### config.mk
export PLATFORM = sky130hd
export DESIGN_NAME = rbm_reset_boot
export DESIGN_NICKNAME = d
export VERILOG_FILES = /design/src/core/rbm_pkg.sv /design/src/core/rbm_strap_latch.sv /design/src/core/rbm_wait_gen.sv /design/src/core/rbm_reset_boot.sv
export VERILOG_INCLUDE_DIRS = /design/src /design/src/core
export SDC_FILE = /design/constraint.sdc
export NUM_CORES = 1
export LEC_CHECK = 0
export BUFFER_PORTS_ARGS = -buffer_cell sky130_fd_sc_hd__clkbuf_2
export CAP_MARGIN = 15
export CORE_ASPECT_RATIO = 1.4
export CORE_MARGIN = 2
export CORE_UTILIZATION = 40
export DETAILED_ROUTE_END_ITERATION = 12
export GPL_ROUTABILITY_DRIVEN = 0
export PLACE_DENSITY = 0.86
export SYNTH_ARGS = -nofsm -noshare
export SYNTH_HDL_FRONTEND = slang
export SYNTH_HIERARCHICAL = 1
export SYNTH_SLANG_ARGS = --single-unit
### constraint.sdc
create_clock -name mclk -period 1.75 [get_ports mclk]
set_input_delay 0.35 -clock mclk [delete_from_list [all_inputs] [get_ports mclk]]
set_output_delay 0.35 -clock mclk [all_outputs]
set_load 0.05 [all_outputs]
### src/core/rbm_defs.svh
// constants for the reset and boot-mode control block
// assumes inclusion by the package and the bench
`ifndef RBM_DEFS_SVH
`define RBM_DEFS_SVH
`define RBM_BOOT_WORDS       6'h20
`define RBM_START_ADDR       14'h0000
`define RBM_EXT_START_ADDR   14'h0000
`define RBM_OVL_LO           14'h2000
`define RBM_OVL_HI           14'h3FFF
`define RBM_OVL_RESERVED     2'h0
`define RBM_OVL_ONE          2'h1
`define RBM_OVL_TWO          2'h2
`define RBM_PM_WIDTH         24
`define RBM_HOST_BUS_WIDTH   16
`define RBM_WAIT_W           3
`define RBM_MODE_STATUS_REG_RESET      7'h00
`define RBM_MODE_STATUS_REG_W          7
`endif

### src/core/rbm_pkg.sv
// types for the reset and boot-mode control block
// assumes rbm_defs.svh on the include path
package rbm_pkg;
`include "rbm_defs.svh"
   typedef struct packed
   {
      logic mode_d;
      logic mode_c;
      logic mode_b;
      logic mode_a;
   } rbm_straps_t;

   typedef enum logic [1:0]
   {
      RBM_BOOT_BYTE = 2'h0,
      RBM_BOOT_NONE = 2'h1,
      RBM_BOOT_HOST = 2'h2,
      RBM_BOOT_BAD  = 2'h3
   } rbm_boot_t;

   typedef enum logic [1:0]
   {
      RBM_ST_RESET = 2'h0,
      RBM_ST_BOOT  = 2'h1,
      RBM_ST_RUN   = 2'h2
   } rbm_state_t;

   typedef struct packed
   {
      logic      host_mode;
      logic      ack_open_drain;
      rbm_boot_t boot;
   } rbm_cfg_t;
endpackage : rbm_pkg

### src/core/rbm_strap_latch.sv
// strap capture: decodes mode pins and holds them from reset release
// assumes straps are stable while resetn is low
`timescale 1ns/1ps
module rbm_strap_latch
   import rbm_pkg::*;
(
   input  wire logic        mclk,
   input  wire logic        resetn,
   input  wire rbm_straps_t straps,
   output      rbm_cfg_t    cfg
);
   logic     held;
   rbm_cfg_t decoded;
   logic     next_held;
   rbm_cfg_t next_cfg;

   always_comb
   begin
      decoded.host_mode      = straps.mode_c;
      decoded.ack_open_drain = straps.mode_d;
      unique case ({straps.mode_c, straps.mode_b, straps.mode_a})
         3'h0:    decoded.boot = RBM_BOOT_BYTE;
         3'h2:    decoded.boot = RBM_BOOT_NONE;
         3'h4:    decoded.boot = RBM_BOOT_BYTE;
         3'h5:    decoded.boot = RBM_BOOT_HOST;
         default: decoded.boot = RBM_BOOT_BAD;
      endcase
   end

   // follow the straps on every edge while reset holds, so the level seen at release is kept;
   // released strap drivers may move at once, so nothing is taken after release
   always_comb
   begin
      next_held = 1'b1;
      next_cfg  = resetn ? cfg : decoded;
   end

   always_ff @(posedge mclk or negedge resetn)
   begin
      if (!resetn)
         held <= 1'b0;
      else
         held <= next_held;
   end

   always_ff @(posedge mclk)
   begin
      cfg <= next_cfg;
   end

   property p_cfg_stable;
      @(posedge mclk) disable iff (!resetn)
      held |=> $stable(cfg);
   endproperty
   a_cfg_stable: assert property (p_cfg_stable) else $error("strap config changed after capture"); // RULE21
endmodule : rbm_strap_latch

### src/core/rbm_wait_gen.sv
// external data access wait-state counter
// assumes one access request pulse at a time
`timescale 1ns/1ps
module rbm_wait_gen
#(
   parameter int WAIT_W = 3
)
(
   input  wire logic              mclk,
   input  wire logic              resetn,
   input  wire logic              start,
   input  wire logic              external,
   input  wire logic [WAIT_W-1:0] wait_states,
   input  wire logic              wait_mode,
   output      logic              done
);
   logic [WAIT_W:0] count;
   logic            busy;
   logic [WAIT_W:0] next_count;
   logic            next_busy;
   logic            next_done;

   initial
   begin
      if (WAIT_W < 1 || WAIT_W > 4)
         $error("WAIT_W out of range");
   end

   // wait mode doubles the field and adds one, up to 2n+1 states
   always_comb
   begin
      next_count = count;
      next_busy  = busy;
      next_done  = 1'b0;
      if (start && !busy)
      begin
         if (!external || wait_states == '0)
            next_done = 1'b1;
         else
         begin
            next_busy  = 1'b1;
            next_count = wait_mode ? {wait_states, 1'b1} : {1'b0, wait_states};
         end
      end
      else if (busy)
      begin
         if (count == {{WAIT_W{1'b0}}, 1'b1})
         begin
            next_busy = 1'b0;
            next_done = 1'b1;
         end
         next_count = count - 1'b1;
      end
   end

   always_ff @(posedge mclk or negedge resetn)
   begin
      if (!resetn)
      begin
         count <= '0;
         busy  <= 1'b0;
         done  <= 1'b0;
      end
      else
      begin
         count <= next_count;
         busy  <= next_busy;
         done  <= next_done;
      end
   end
endmodule : rbm_wait_gen

### src/core/rbm_reset_boot.sv
// reset and boot-mode control: reset state, boot sequencing, memory-map mode
// assumes synchronous strap, dma and bus inputs; straps driven during reset
// How it works
// [RULE1] low reset input fully resets the processor
// [RULE2] board holds reset 2000 input clocks initially; the bench holds it 23 clocks
// [RULE3] later resets need no clock stabilization wait
// [RULE4] reset empties stacks, masks interrupts, clears status
// [RULE5] boot runs only without bus request
// [RULE6] first fetch from program address zero
// [RULE7] mode C strap taken at reset, shared flag
// [RULE8] C,B,A=000: full memory, byte boot 32
// [RULE9] C,B,A=010: full memory, no boot, external 0
// [RULE10] C,B,A=100: host mode, byte boot 32
// [RULE11] C,B,A=101: host mode, wait pm 0 write
// [RULE12] mode D picks driven or open-drain acknowledge
// [RULE13] open-drain acknowledge needs external pull-down
// [RULE14] mode C driver drives only during reset
// [RULE15] flag two direction advice for power-down
// [RULE16] full memory: 24-bit program, two overlays
// [RULE17] host mode: no external execution, A0 only
// [RULE18] overlay select 1 gives A13 low, 2 high
// [RULE19] full memory: 16-bit data, two overlays
// [RULE20] internal data single cycle, external wait states
// [RULE21] straps latched at release, held until reset
// [RULE22] fetch stalled until boot completion condition
`timescale 1ns/1ps
module rbm_reset_boot
   import rbm_pkg::*;
#(
   parameter int BOOT_WORDS = 32,
   parameter int WAIT_W     = `RBM_WAIT_W
)
(
   input  wire logic              mclk,
   input  wire logic              resetn,
   input  wire rbm_straps_t       straps,
   input  wire logic              shared_flag_two_in,
   input  wire logic              flag_two_dir_out,
   input  wire logic              flag_two_value,
   input  wire logic              bus_request,
   input  wire logic              byte_mem_dma_word_done,
   input  wire logic              host_port_dma_write,
   input  wire logic [13:0]       host_port_dma_addr,
   input  wire logic              host_port_dma_to_pm,
   input  wire logic              host_ack_req,
   input  wire logic [1:0]        prog_overlay_select,
   input  wire logic [13:0]       prog_addr,
   input  wire logic              prog_ext_exec_req,
   input  wire logic              data_access,
   input  wire logic              data_external,
   input  wire logic [WAIT_W-1:0] data_wait_states,
   input  wire logic              wait_state_mode,
   output      logic              core_reset,
   output      logic              stacks_empty,
   output      logic              irq_mask_all,
   output      logic [6:0]        mode_status_reg,
   output      logic              fetch_enable,
   output      logic [13:0]       fetch_addr,
   output      logic              fetch_external,
   output      logic              byte_mem_dma_boot_start,
   output      logic              host_mode,
   output      logic              shared_flag_two_out,
   output      logic              shared_flag_two_oe,
   output      logic              flag_two_read,
   output      logic              host_access_ack_n_out,
   output      logic              host_access_ack_n_oe,
   output      logic              ovl_addr_a13,
   output      logic [12:0]       ovl_addr_low,
   output      logic              ovl_valid,
   output      logic              ext_exec_allowed,
   output      logic [4:0]        prog_width,
   output      logic              data_ready
);
   rbm_cfg_t   cfg;
   rbm_state_t state;
   rbm_state_t next_state;
   logic [5:0] boot_count;
   logic [5:0] next_boot_count;
   logic       first;
   logic       next_first;
   logic       boot_done_cond;

   initial
   begin
      if (BOOT_WORDS < 1 || BOOT_WORDS > 63)
         $error("BOOT_WORDS out of range");
   end

   rbm_strap_latch u_straps
   (
      .mclk   (mclk),
      .resetn (resetn),
      .straps (straps),
      .cfg    (cfg)
   ); // RULE7 RULE21

   rbm_wait_gen #(.WAIT_W(WAIT_W)) u_wait
   (
      .mclk        (mclk),
      .resetn      (resetn),
      .start       (data_access),
      .external    (data_external),
      .wait_states (data_wait_states),
      .wait_mode   (wait_state_mode),
      .done        (data_ready)
   ); // RULE20

   // boot completion: byte boot after word count, host boot on pm address 0 write
   always_comb
   begin
      unique case (cfg.boot)
         RBM_BOOT_BYTE: boot_done_cond = (boot_count == 6'(BOOT_WORDS)); // RULE8 RULE10
         RBM_BOOT_HOST: boot_done_cond = host_port_dma_write && host_port_dma_to_pm
                                         && host_port_dma_addr == `RBM_START_ADDR; // RULE11
         default:       boot_done_cond = 1'b1;
      endcase
   end

   always_comb
   begin
      next_state      = state;
      next_boot_count = boot_count;
      next_first      = 1'b0;
      unique case (state)
         RBM_ST_RESET:
         begin
            // no clock stabilization count: leave reset on the first edge
            if (bus_request || cfg.boot == RBM_BOOT_NONE || cfg.boot == RBM_BOOT_BAD) // RULE3 RULE5
            begin
               next_state = RBM_ST_RUN;
               next_first = 1'b1;
            end
            else
               next_state = RBM_ST_BOOT;
         end
         RBM_ST_BOOT:
         begin
            if (byte_mem_dma_word_done && boot_count != 6'(BOOT_WORDS))
               next_boot_count = boot_count + 6'h01;
            if (boot_done_cond) // RULE22
            begin
               next_state = RBM_ST_RUN;
               next_first = 1'b1;
            end
         end
         RBM_ST_RUN: ;
         default: next_state = RBM_ST_RESET;
      endcase
   end

   always_ff @(posedge mclk or negedge resetn)
   begin
      if (!resetn)
      begin
         state      <= RBM_ST_RESET; // RULE1
         boot_count <= '0;
         first      <= 1'b0;
      end
      else
      begin
         state      <= next_state;
         boot_count <= next_boot_count;
         first      <= next_first;
      end
   end

   // master reset effects, held until the boot sequence ends
   always_ff @(posedge mclk or negedge resetn)
   begin
      if (!resetn)
      begin
         mode_status_reg <= `RBM_MODE_STATUS_REG_RESET; // RULE4
         fetch_addr      <= `RBM_START_ADDR;
         fetch_external  <= 1'b0;
      end
      else
      begin
         mode_status_reg <= mode_status_reg;
         if (next_first)
         begin
            fetch_addr     <= (cfg.boot == RBM_BOOT_NONE) ? `RBM_EXT_START_ADDR : `RBM_START_ADDR; // RULE6 RULE9
            fetch_external <= (cfg.boot == RBM_BOOT_NONE) && !cfg.host_mode; // RULE9
         end
      end
   end

   assign core_reset              = (state == RBM_ST_RESET); // RULE1
   assign stacks_empty            = (state != RBM_ST_RUN); // RULE4
   assign irq_mask_all            = (state != RBM_ST_RUN); // RULE4
   assign fetch_enable            = (state == RBM_ST_RUN); // RULE22
   assign byte_mem_dma_boot_start = (state == RBM_ST_BOOT) && (cfg.boot == RBM_BOOT_BYTE); // RULE8 RULE10
   assign host_mode               = cfg.host_mode;

   // shared flag two: never driven while reset holds the strap
   assign shared_flag_two_oe  = resetn && !core_reset && flag_two_dir_out; // RULE7 RULE14
   assign shared_flag_two_out = flag_two_value;
   assign flag_two_read       = shared_flag_two_in;

   // acknowledge: driven both ways, or open drain driving only high, the pull-down gives low
   always_comb
   begin
      host_access_ack_n_out = !host_ack_req;
      if (!cfg.host_mode)
         host_access_ack_n_oe = 1'b0;
      else if (cfg.ack_open_drain)
      begin
         host_access_ack_n_out = 1'b1;
         host_access_ack_n_oe  = !host_ack_req; // RULE12 RULE13
      end
      else
         host_access_ack_n_oe = 1'b1; // RULE12
   end

   // overlay address generation
   always_comb
   begin
      ovl_valid    = ((prog_overlay_select == `RBM_OVL_ONE) || (prog_overlay_select == `RBM_OVL_TWO))
                     && prog_addr >= `RBM_OVL_LO && prog_addr <= `RBM_OVL_HI; // RULE18
      ovl_addr_a13 = (prog_overlay_select == `RBM_OVL_TWO); // RULE18
      ovl_addr_low = prog_addr[12:0]; // RULE18
      if (cfg.host_mode)
      begin
         ovl_addr_a13 = 1'b0; // RULE17
         ovl_addr_low = {12'h000, prog_addr[0]}; // RULE17
      end
   end

   assign ext_exec_allowed = prog_ext_exec_req && !cfg.host_mode; // RULE17
   assign prog_width       = cfg.host_mode ? 5'(`RBM_HOST_BUS_WIDTH) : 5'(`RBM_PM_WIDTH); // RULE16 RULE19

   property p_run_after_reset;
      @(posedge mclk) disable iff (!resetn)
      $rose(fetch_enable) |-> $past(state) != RBM_ST_RUN;
   endproperty
   a_run_after_reset: assert property (p_run_after_reset) else $error("fetch began oddly"); // RULE22

   property p_reset_masks;
      @(posedge mclk) disable iff (!resetn)
      core_reset |-> irq_mask_all && stacks_empty && mode_status_reg == 7'h00;
   endproperty
   a_reset_masks: assert property (p_reset_masks) else $error("reset state incomplete"); // RULE4

   property p_no_boot_busreq;
      @(posedge mclk) disable iff (!resetn)
      core_reset && bus_request |=> state == RBM_ST_RUN;
   endproperty
   a_no_boot_busreq: assert property (p_no_boot_busreq) else $error("boot ran with bus request"); // RULE5

   property p_byte_boot_count;
      @(posedge mclk) disable iff (!resetn)
      state == RBM_ST_BOOT && cfg.boot == RBM_BOOT_BYTE && boot_count != 6'(BOOT_WORDS) |=> !fetch_enable;
   endproperty
   a_byte_boot_count: assert property (p_byte_boot_count) else $error("fetch before boot words"); // RULE8

   property p_host_boot;
      @(posedge mclk) disable iff (!resetn)
      state == RBM_ST_BOOT && cfg.boot == RBM_BOOT_HOST && !boot_done_cond |=> !fetch_enable;
   endproperty
   a_host_boot: assert property (p_host_boot) else $error("fetch before pm 0 written"); // RULE11

   property p_first_addr;
      @(posedge mclk) disable iff (!resetn)
      $rose(fetch_enable) && cfg.boot != RBM_BOOT_NONE |-> fetch_addr == 14'h0000 && !fetch_external;
   endproperty
   a_first_addr: assert property (p_first_addr) else $error("first fetch not at 0"); // RULE6

   property p_no_boot_ext;
      @(posedge mclk) disable iff (!resetn)
      $rose(fetch_enable) && cfg.boot == RBM_BOOT_NONE |-> fetch_external;
   endproperty
   a_no_boot_ext: assert property (p_no_boot_ext) else $error("no-boot start not external"); // RULE9

   property p_ack_od;
      @(posedge mclk) disable iff (!resetn)
      cfg.host_mode && cfg.ack_open_drain && host_access_ack_n_oe |-> host_access_ack_n_out;
   endproperty
   a_ack_od: assert property (p_ack_od) else $error("open drain drove low"); // RULE12

   property p_host_no_exec;
      @(posedge mclk) disable iff (!resetn)
      cfg.host_mode |-> !ext_exec_allowed && ovl_addr_low[12:1] == 12'h000;
   endproperty
   a_host_no_exec: assert property (p_host_no_exec) else $error("host mode external exec"); // RULE17

   property p_ovl_a13;
      @(posedge mclk) disable iff (!resetn)
      !cfg.host_mode && prog_overlay_select == 2'h1 |-> !ovl_addr_a13;
   endproperty
   a_ovl_a13: assert property (p_ovl_a13) else $error("overlay 1 A13 high"); // RULE18

   property p_flag_quiet_reset;
      @(posedge mclk) disable iff (!resetn)
      core_reset |-> !shared_flag_two_oe;
   endproperty
   a_flag_quiet_reset: assert property (p_flag_quiet_reset) else $error("flag driven in reset"); // RULE7

   property p_internal_one_cycle;
      @(posedge mclk) disable iff (!resetn)
      data_access && !data_external |=> data_ready;
   endproperty
   a_internal_one_cycle: assert property (p_internal_one_cycle) else $error("internal access slow"); // RULE20

   c_byte_boot: cover property (@(posedge mclk) disable iff (!resetn)
      state == RBM_ST_BOOT && cfg.boot == RBM_BOOT_BYTE ##1 fetch_enable);
   c_host_boot: cover property (@(posedge mclk) disable iff (!resetn)
      state == RBM_ST_BOOT && cfg.boot == RBM_BOOT_HOST ##1 fetch_enable);
   c_no_boot: cover property (@(posedge mclk) disable iff (!resetn)
      $rose(fetch_enable) && fetch_external);
   c_bus_request_skip: cover property (@(posedge mclk) disable iff (!resetn)
      core_reset && bus_request ##1 fetch_enable);
endmodule : rbm_reset_boot

==> results of run 1 <==
[state kept, by name, indices dropped and copies added, names as in the netlist]
name            cells
boot_count          6
fetch_external      1
state               2
u_straps/cfg        4
u_wait/busy         1
u_wait/count        4
u_wait/done         1
[final cells by class]
cell class | count | share of cell area (%)
timing repair buffer | 77 | 22.21
multi-input combinational | 110 | 42.02
sequential | 19 | 27.90
inverter | 11 | 2.530
tap | 40 | 2.811
clock buffer | 4 | 2.530
[power by group]
| group | internal, W | switching (W) |
|---|---|---|
| combinational | 0.000349 | 0.000733 |
| clock | 0.000161 | 0.000132 |
| sequential | 0.000591 | 0.000170 |
| total | 0.00110 | 0.00104 |
[final timing paths]
check | from | end | slack (ns) | cells past startpoint
hold / removal | resetn | boot_count[2] | 0.04 | 2
setup reg to reg | boot_count[3] | fetch_external | 0.20 | 4
setup / recovery | u_straps/cfg[3] | ovl_addr_low[12] | 0.07 | 3
max in group asynchronous | resetn | state[1] | 1.50 | 2
hold reg to reg | boot_count[5] | boot_count[5] | 0.51 | 1
min in group mclk | straps[3] | u_straps/cfg[2] | 0.28 | 1
[cell usage after synthesis (all sizes together), types with 2 or more instances]
cell type	count
o21ai	3
nand2	6
edfxtp	4
ha	5
a21o	2
conb	2
a21oi	3
mux2i	3
nor2b	16
inv	11
nor2	4
xnor2	5
nand3	6
nor4b	2
xor2	2
nor4	4
buf	30
a211oi	2
dfrtp	15
nor3	4
[cells by family (layout without fill, tap and decap cells)]
logic type	after synthesis	count (layout)	synth area share (%)
AND/OR/NAND/NOR	50	50	21.84
other	2	25	0.5350
multiplexers	4	4	2.941
flip-flops	19	19	35.29
buffers and inverters	42	92	19.07
adder cells (fa/ha/maj)	5	5	4.456
XOR/XNOR	7	7	4.367
AO/OA/AOI/OAI	19	19	11.50
[per-layer routing]
layer | share of wire (%) | track usage [%] | vias up
met5 | 0 | 0 | -
met4 | 1.0 | 5.833 | 0
met3 | 7.3 | 1.205 | 2
met2 | 56 | 31.03 | 52
met1 | 36 | 15.69 | 546
li1 | - | - | 595
[stage by stage]
step / cells / total power, W / util [%] / cell area, sq um
detailed placement: 257 / 0.001855 / 51.26 / 1732
floorplan: 171 / 0.001679 / - / 1525
finish: 261 / 0.002137 / 52.70 / 1780
CTS: 261 / 0.002161 / 52.59 / 1777
global placement: 257 / 0.001822 / 51.26 / 1732
global route: 261 / 0.002299 / 52.70 / 1780
[repair_timing]
item / CTS / global route
gates resized for setup: 0 / 7
setup endpoints to repair: 0 / 6
buffers inserted: 0 / 0
==> results_dict.tcl, run 1 <==
set metrics [dict create \
    layout_commonest_cell "clkbuf_2" \
    period_share_pct 95.90 \
    status "finished clean" \
    cp_max_fo 15 \
    finalHoldViolations 0 \
    fillers 336 \
    synth_area_leaders "dfrtp_1, buf_4, edfxtp_1" \
    crit_family "buffers and inverters" \
    clk_latency_ns 0.25 \
    die_width_um 54.07 \
    final-seq-area_sq_um 496.7 \
    power_leakage_nw 0.9461 \
    synthCells 148 \
    avgSynthCellArea_sq_um 9.485 \
    diodes 0 \
    drv_slew 0 \
    setup_ws_ns 0.07180 \
    drcViolationCount 0 \
    cp-start-kind "flip-flop" \
    setup_viol 0 \
    post-synth-top-area-fraction_pct 26.74 \
    drt_iter0_drc 8 \
    grt_max_degree 17 \
    cp_data_arrival_time_ns 1.33 \
    end_kind "output port" \
    finalCriticalPeriod_ns 1.678 \
    cp_cell_sequence "buf_4 > nor2b_1 > clkbuf_2" \
    clk_pin_slew_ns 0.07 \
    path_class "reg2out" \
    root_buffer "clkbuf_8" \
    cts-hold-fix-buffers 0 \
    cts.sinks 19 \
    synth_top_area_cell "dfrtp_1" \
    min_path_type "in2async" \
    io_pins 106 \
    vias_per_cell 4.579 \
    grt_pass1_vias 1102 \
    synth_edf_count 4 \
    required_ns 1.40 \
    grt_first_pass_wirelength_um 4657 \
    rsz0062_at_grt "no" \
    wl_per_cell_um 11.44 \
    layout.nets 278 \
    hpwl_um 2509 \
    die_area_sq_um 4006 \
    yosys_register_bits 19 \
    yosys_warnings 6 \
    drt_pass1_iterations 4 \
    fin_setup_tns_ns 0 \
    async_flop_share_pct 78.95 \
    num_rows 25 \
    drv_cap 0 \
    gr-total-overflow 0 \
    cpPeakStageDelay_ns 0.45 \
    globalRouteTotalUtil_pct 15.46 \
    cts_tree "yes" \
    hold_ws_ns 0.04406 \
    multiInputGateArea_sq_um 748.2 \
    area_growth_pct 26.83 \
    ys_seq_area_share_pct 35.29 \
    cpMaxStageDelayCell "edfxtp_1" \
    die_h_um 74.10 \
    finalClockSkew_ns 0.006648 \
    synth_ff_type "dfrtp_1" \
    irDropWorstVdd_v 0.0006481 \
    core_area_sq_um 3378 \
    port_buffers 74 \
    path_buf_inv 2 \
    synth_cell_types 43 \
    power.density_nw_per_um2 1200 \
    start_util_pct 41.56 \
    cts_max_path_buffers 2 \
    drive_gt1_share_pct 43.44 \
    final_cell_mix "clkbuf_2, conb_1, nor2b_1, dfrtp_1, inv_1" \
    pre_cts_slack_ns 0.1366 \
    h-tree-depth 1 \
    antenna_found_initial 0 \
    ant_nets 0 \
    numCtsBuffers 3 \
    via_count 1195 \
    max_freq_mhz 595.9 \
    syn_area_sq_um 1404 \
    wl_um 2985 \
]
No activity file was read; power rests on OpenSTA's default activity.
==> run 2: changes to the inputs <==
PLACE_DENSITY = 0.79   (was 0.86)
==> run 2 against run 1 <==
  * Routed wire length down 3.8%
  * Core utilization grew 0.074 points
  * Fmax hardly changed
  * Largest power group unchanged
==> results_dict.tcl, run 2 (synthesized netlist as in run 1, its figures left out) <==
set metrics [dict create \
    die_width_um 54.07 \
    clk_pin_slew_ns 0.07 \
    power_leakage_nw 0.9480 \
    cpPeakStageDelay_ns 0.46 \
    diodes 0 \
    final_core_util_pct 52.78 \
    grt_max_degree 17 \
    setup_viol 0 \
    power.density_nw_per_um2 1202 \
    finalCriticalPeriod_ns 1.680 \
    grt_first_pass_wirelength_um 4457 \
    finalClockSkew_ns 0.002352 \
    path_buf_inv 2 \
    largest_reg_flops 6 \
    max_freq_mhz 595.4 \
    post_cts_buffers 0 \
    max_flop_register "boot_count" \
    drv_slew 0 \
    end_kind "output port" \
    numCtsBuffers 3 \
    layout.nets 278 \
    ant_nets 0 \
    cts_resized 0 \
    cp-start-kind "flip-flop" \
    final-seq-area_sq_um 496.7 \
    crit_family "buffers and inverters" \
    cp_cell_sequence "buf_4 > nor2b_1 > clkbuf_2" \
    rsz0062_at_grt "no" \
    clk_latency_ns 0.25 \
    layout_commonest_cell "clkbuf_2" \
    cpMaxStageDelayCell "edfxtp_1" \
    min_path_type "in2async" \
    wl_um 2871 \
    io_pins 106 \
    hpwl_um 2449 \
    die_h_um 74.10 \
    reg.largest.list "boot_count x6, u_straps/cfg x4, u_wait/count x4" \
    path_class "reg2out" \
    antenna_found_initial 0 \
    period_share_pct 95.97 \
    cp_max_fo 15 \
    drive_gt1_share_pct 43.44 \
    drt_pass1_iterations 4 \
    irDropWorstVdd_v 0.0009065 \
    drv_cap 0 \
    finalHoldViolations 0 \
    h-tree-depth 1 \
    required_ns 1.40 \
    fillers 332 \
    gr-total-overflow 0 \
    multiInputGateArea_sq_um 748.2 \
    globalRouteTotalUtil_pct 14.97 \
    start_util_pct 41.56 \
    status "finished clean" \
    die_area_sq_um 4006 \
    drt_iter0_drc 16 \
    area_growth_pct 27.01 \
    drcViolationCount 0 \
    cts_max_path_buffers 2 \
    cp_data_arrival_time_ns 1.33 \
    core_area_sq_um 3378 \
    cts_tree "yes" \
    vias_per_cell 4.617 \
    cts-hold-fix-buffers 0 \
    wl_per_cell_um 11.00 \
    via_count 1205 \
    grt_pass1_vias 1099 \
    final_cell_mix "clkbuf_2, conb_1, nor2b_1, dfrtp_1, inv_1" \
    hold_ws_ns 0.04607 \
    cts.sinks 19 \
    port_buffers 74 \
    num_rows 25 \
    root_buffer "clkbuf_8" \
]
==> run 2: area by class of cell <==
cell class	count	share of cell area, %
inverters	11	2.526
multi-input cells	110	41.96
flip-flops and latches	19	27.86
well taps	40	2.807
repair buffers	77	22.32
clock buffers	4	2.526
==> run 2: stage by stage <==
| stage | power, W | instance area (sq um) | cells | worst slack, ns | TNS, ns |
|---|---|---|---|---|---|
| 4_1_cts | 0.002161 | 1777 | 261 | 0.03654 | 0 |
| 2_1_floorplan | 0.001679 | 1525 | 171 | -0.2966 | -2.581 |
| 6_report | 0.002144 | 1783 | 261 | 0.07050 | 0 |
| 3_5_place_dp | 0.001859 | 1732 | 257 | 0.1984 | 0 |
| 5_1_grt | 0.002309 | 1783 | 261 | 0.001899 | 0 |
| 3_3_place_gp | 0.001832 | 1732 | 257 | 0.2344 | 0 |
==> run 2: path summary, 6_finish.rpt <==
path / from / depth (start not counted) / endpoint / slack [ns]
setup reg to reg: boot_count[3] / 4 / fetch_external / 0.24
min in group mclk: straps[3] / 1 / u_straps/cfg[2] / 0.28
hold / removal: resetn / 2 / boot_count[3] / 0.05
max in group asynchronous: resetn / 2 / state[1] / 1.51
hold reg to reg: boot_count[5] / 1 / boot_count[5] / 0.50
setup / recovery: u_straps/cfg[3] / 3 / ovl_addr_low[2] / 0.07
==> run 2: power breakdown <==
group / switching (W) / internal [W]
clock network: 0.000135 / 0.000162
registers: 0.000165 / 0.000591
logic: 0.000739 / 0.000352
total: 0.00104 / 0.00110
==> run 2: per-layer routing <==
metal / GRT usage [%] / share of wire [%] / routed length (um) / up-vias
met5: 0 / 0 / 0 / -
met1: 16.58 / 38 / 1079 / 554
met4: 6.944 / 1.8 / 51 / 0
li1: - / - / - / 596
met2: 27.51 / 53 / 1514 / 51
met3: 1.807 / 7.8 / 225 / 4
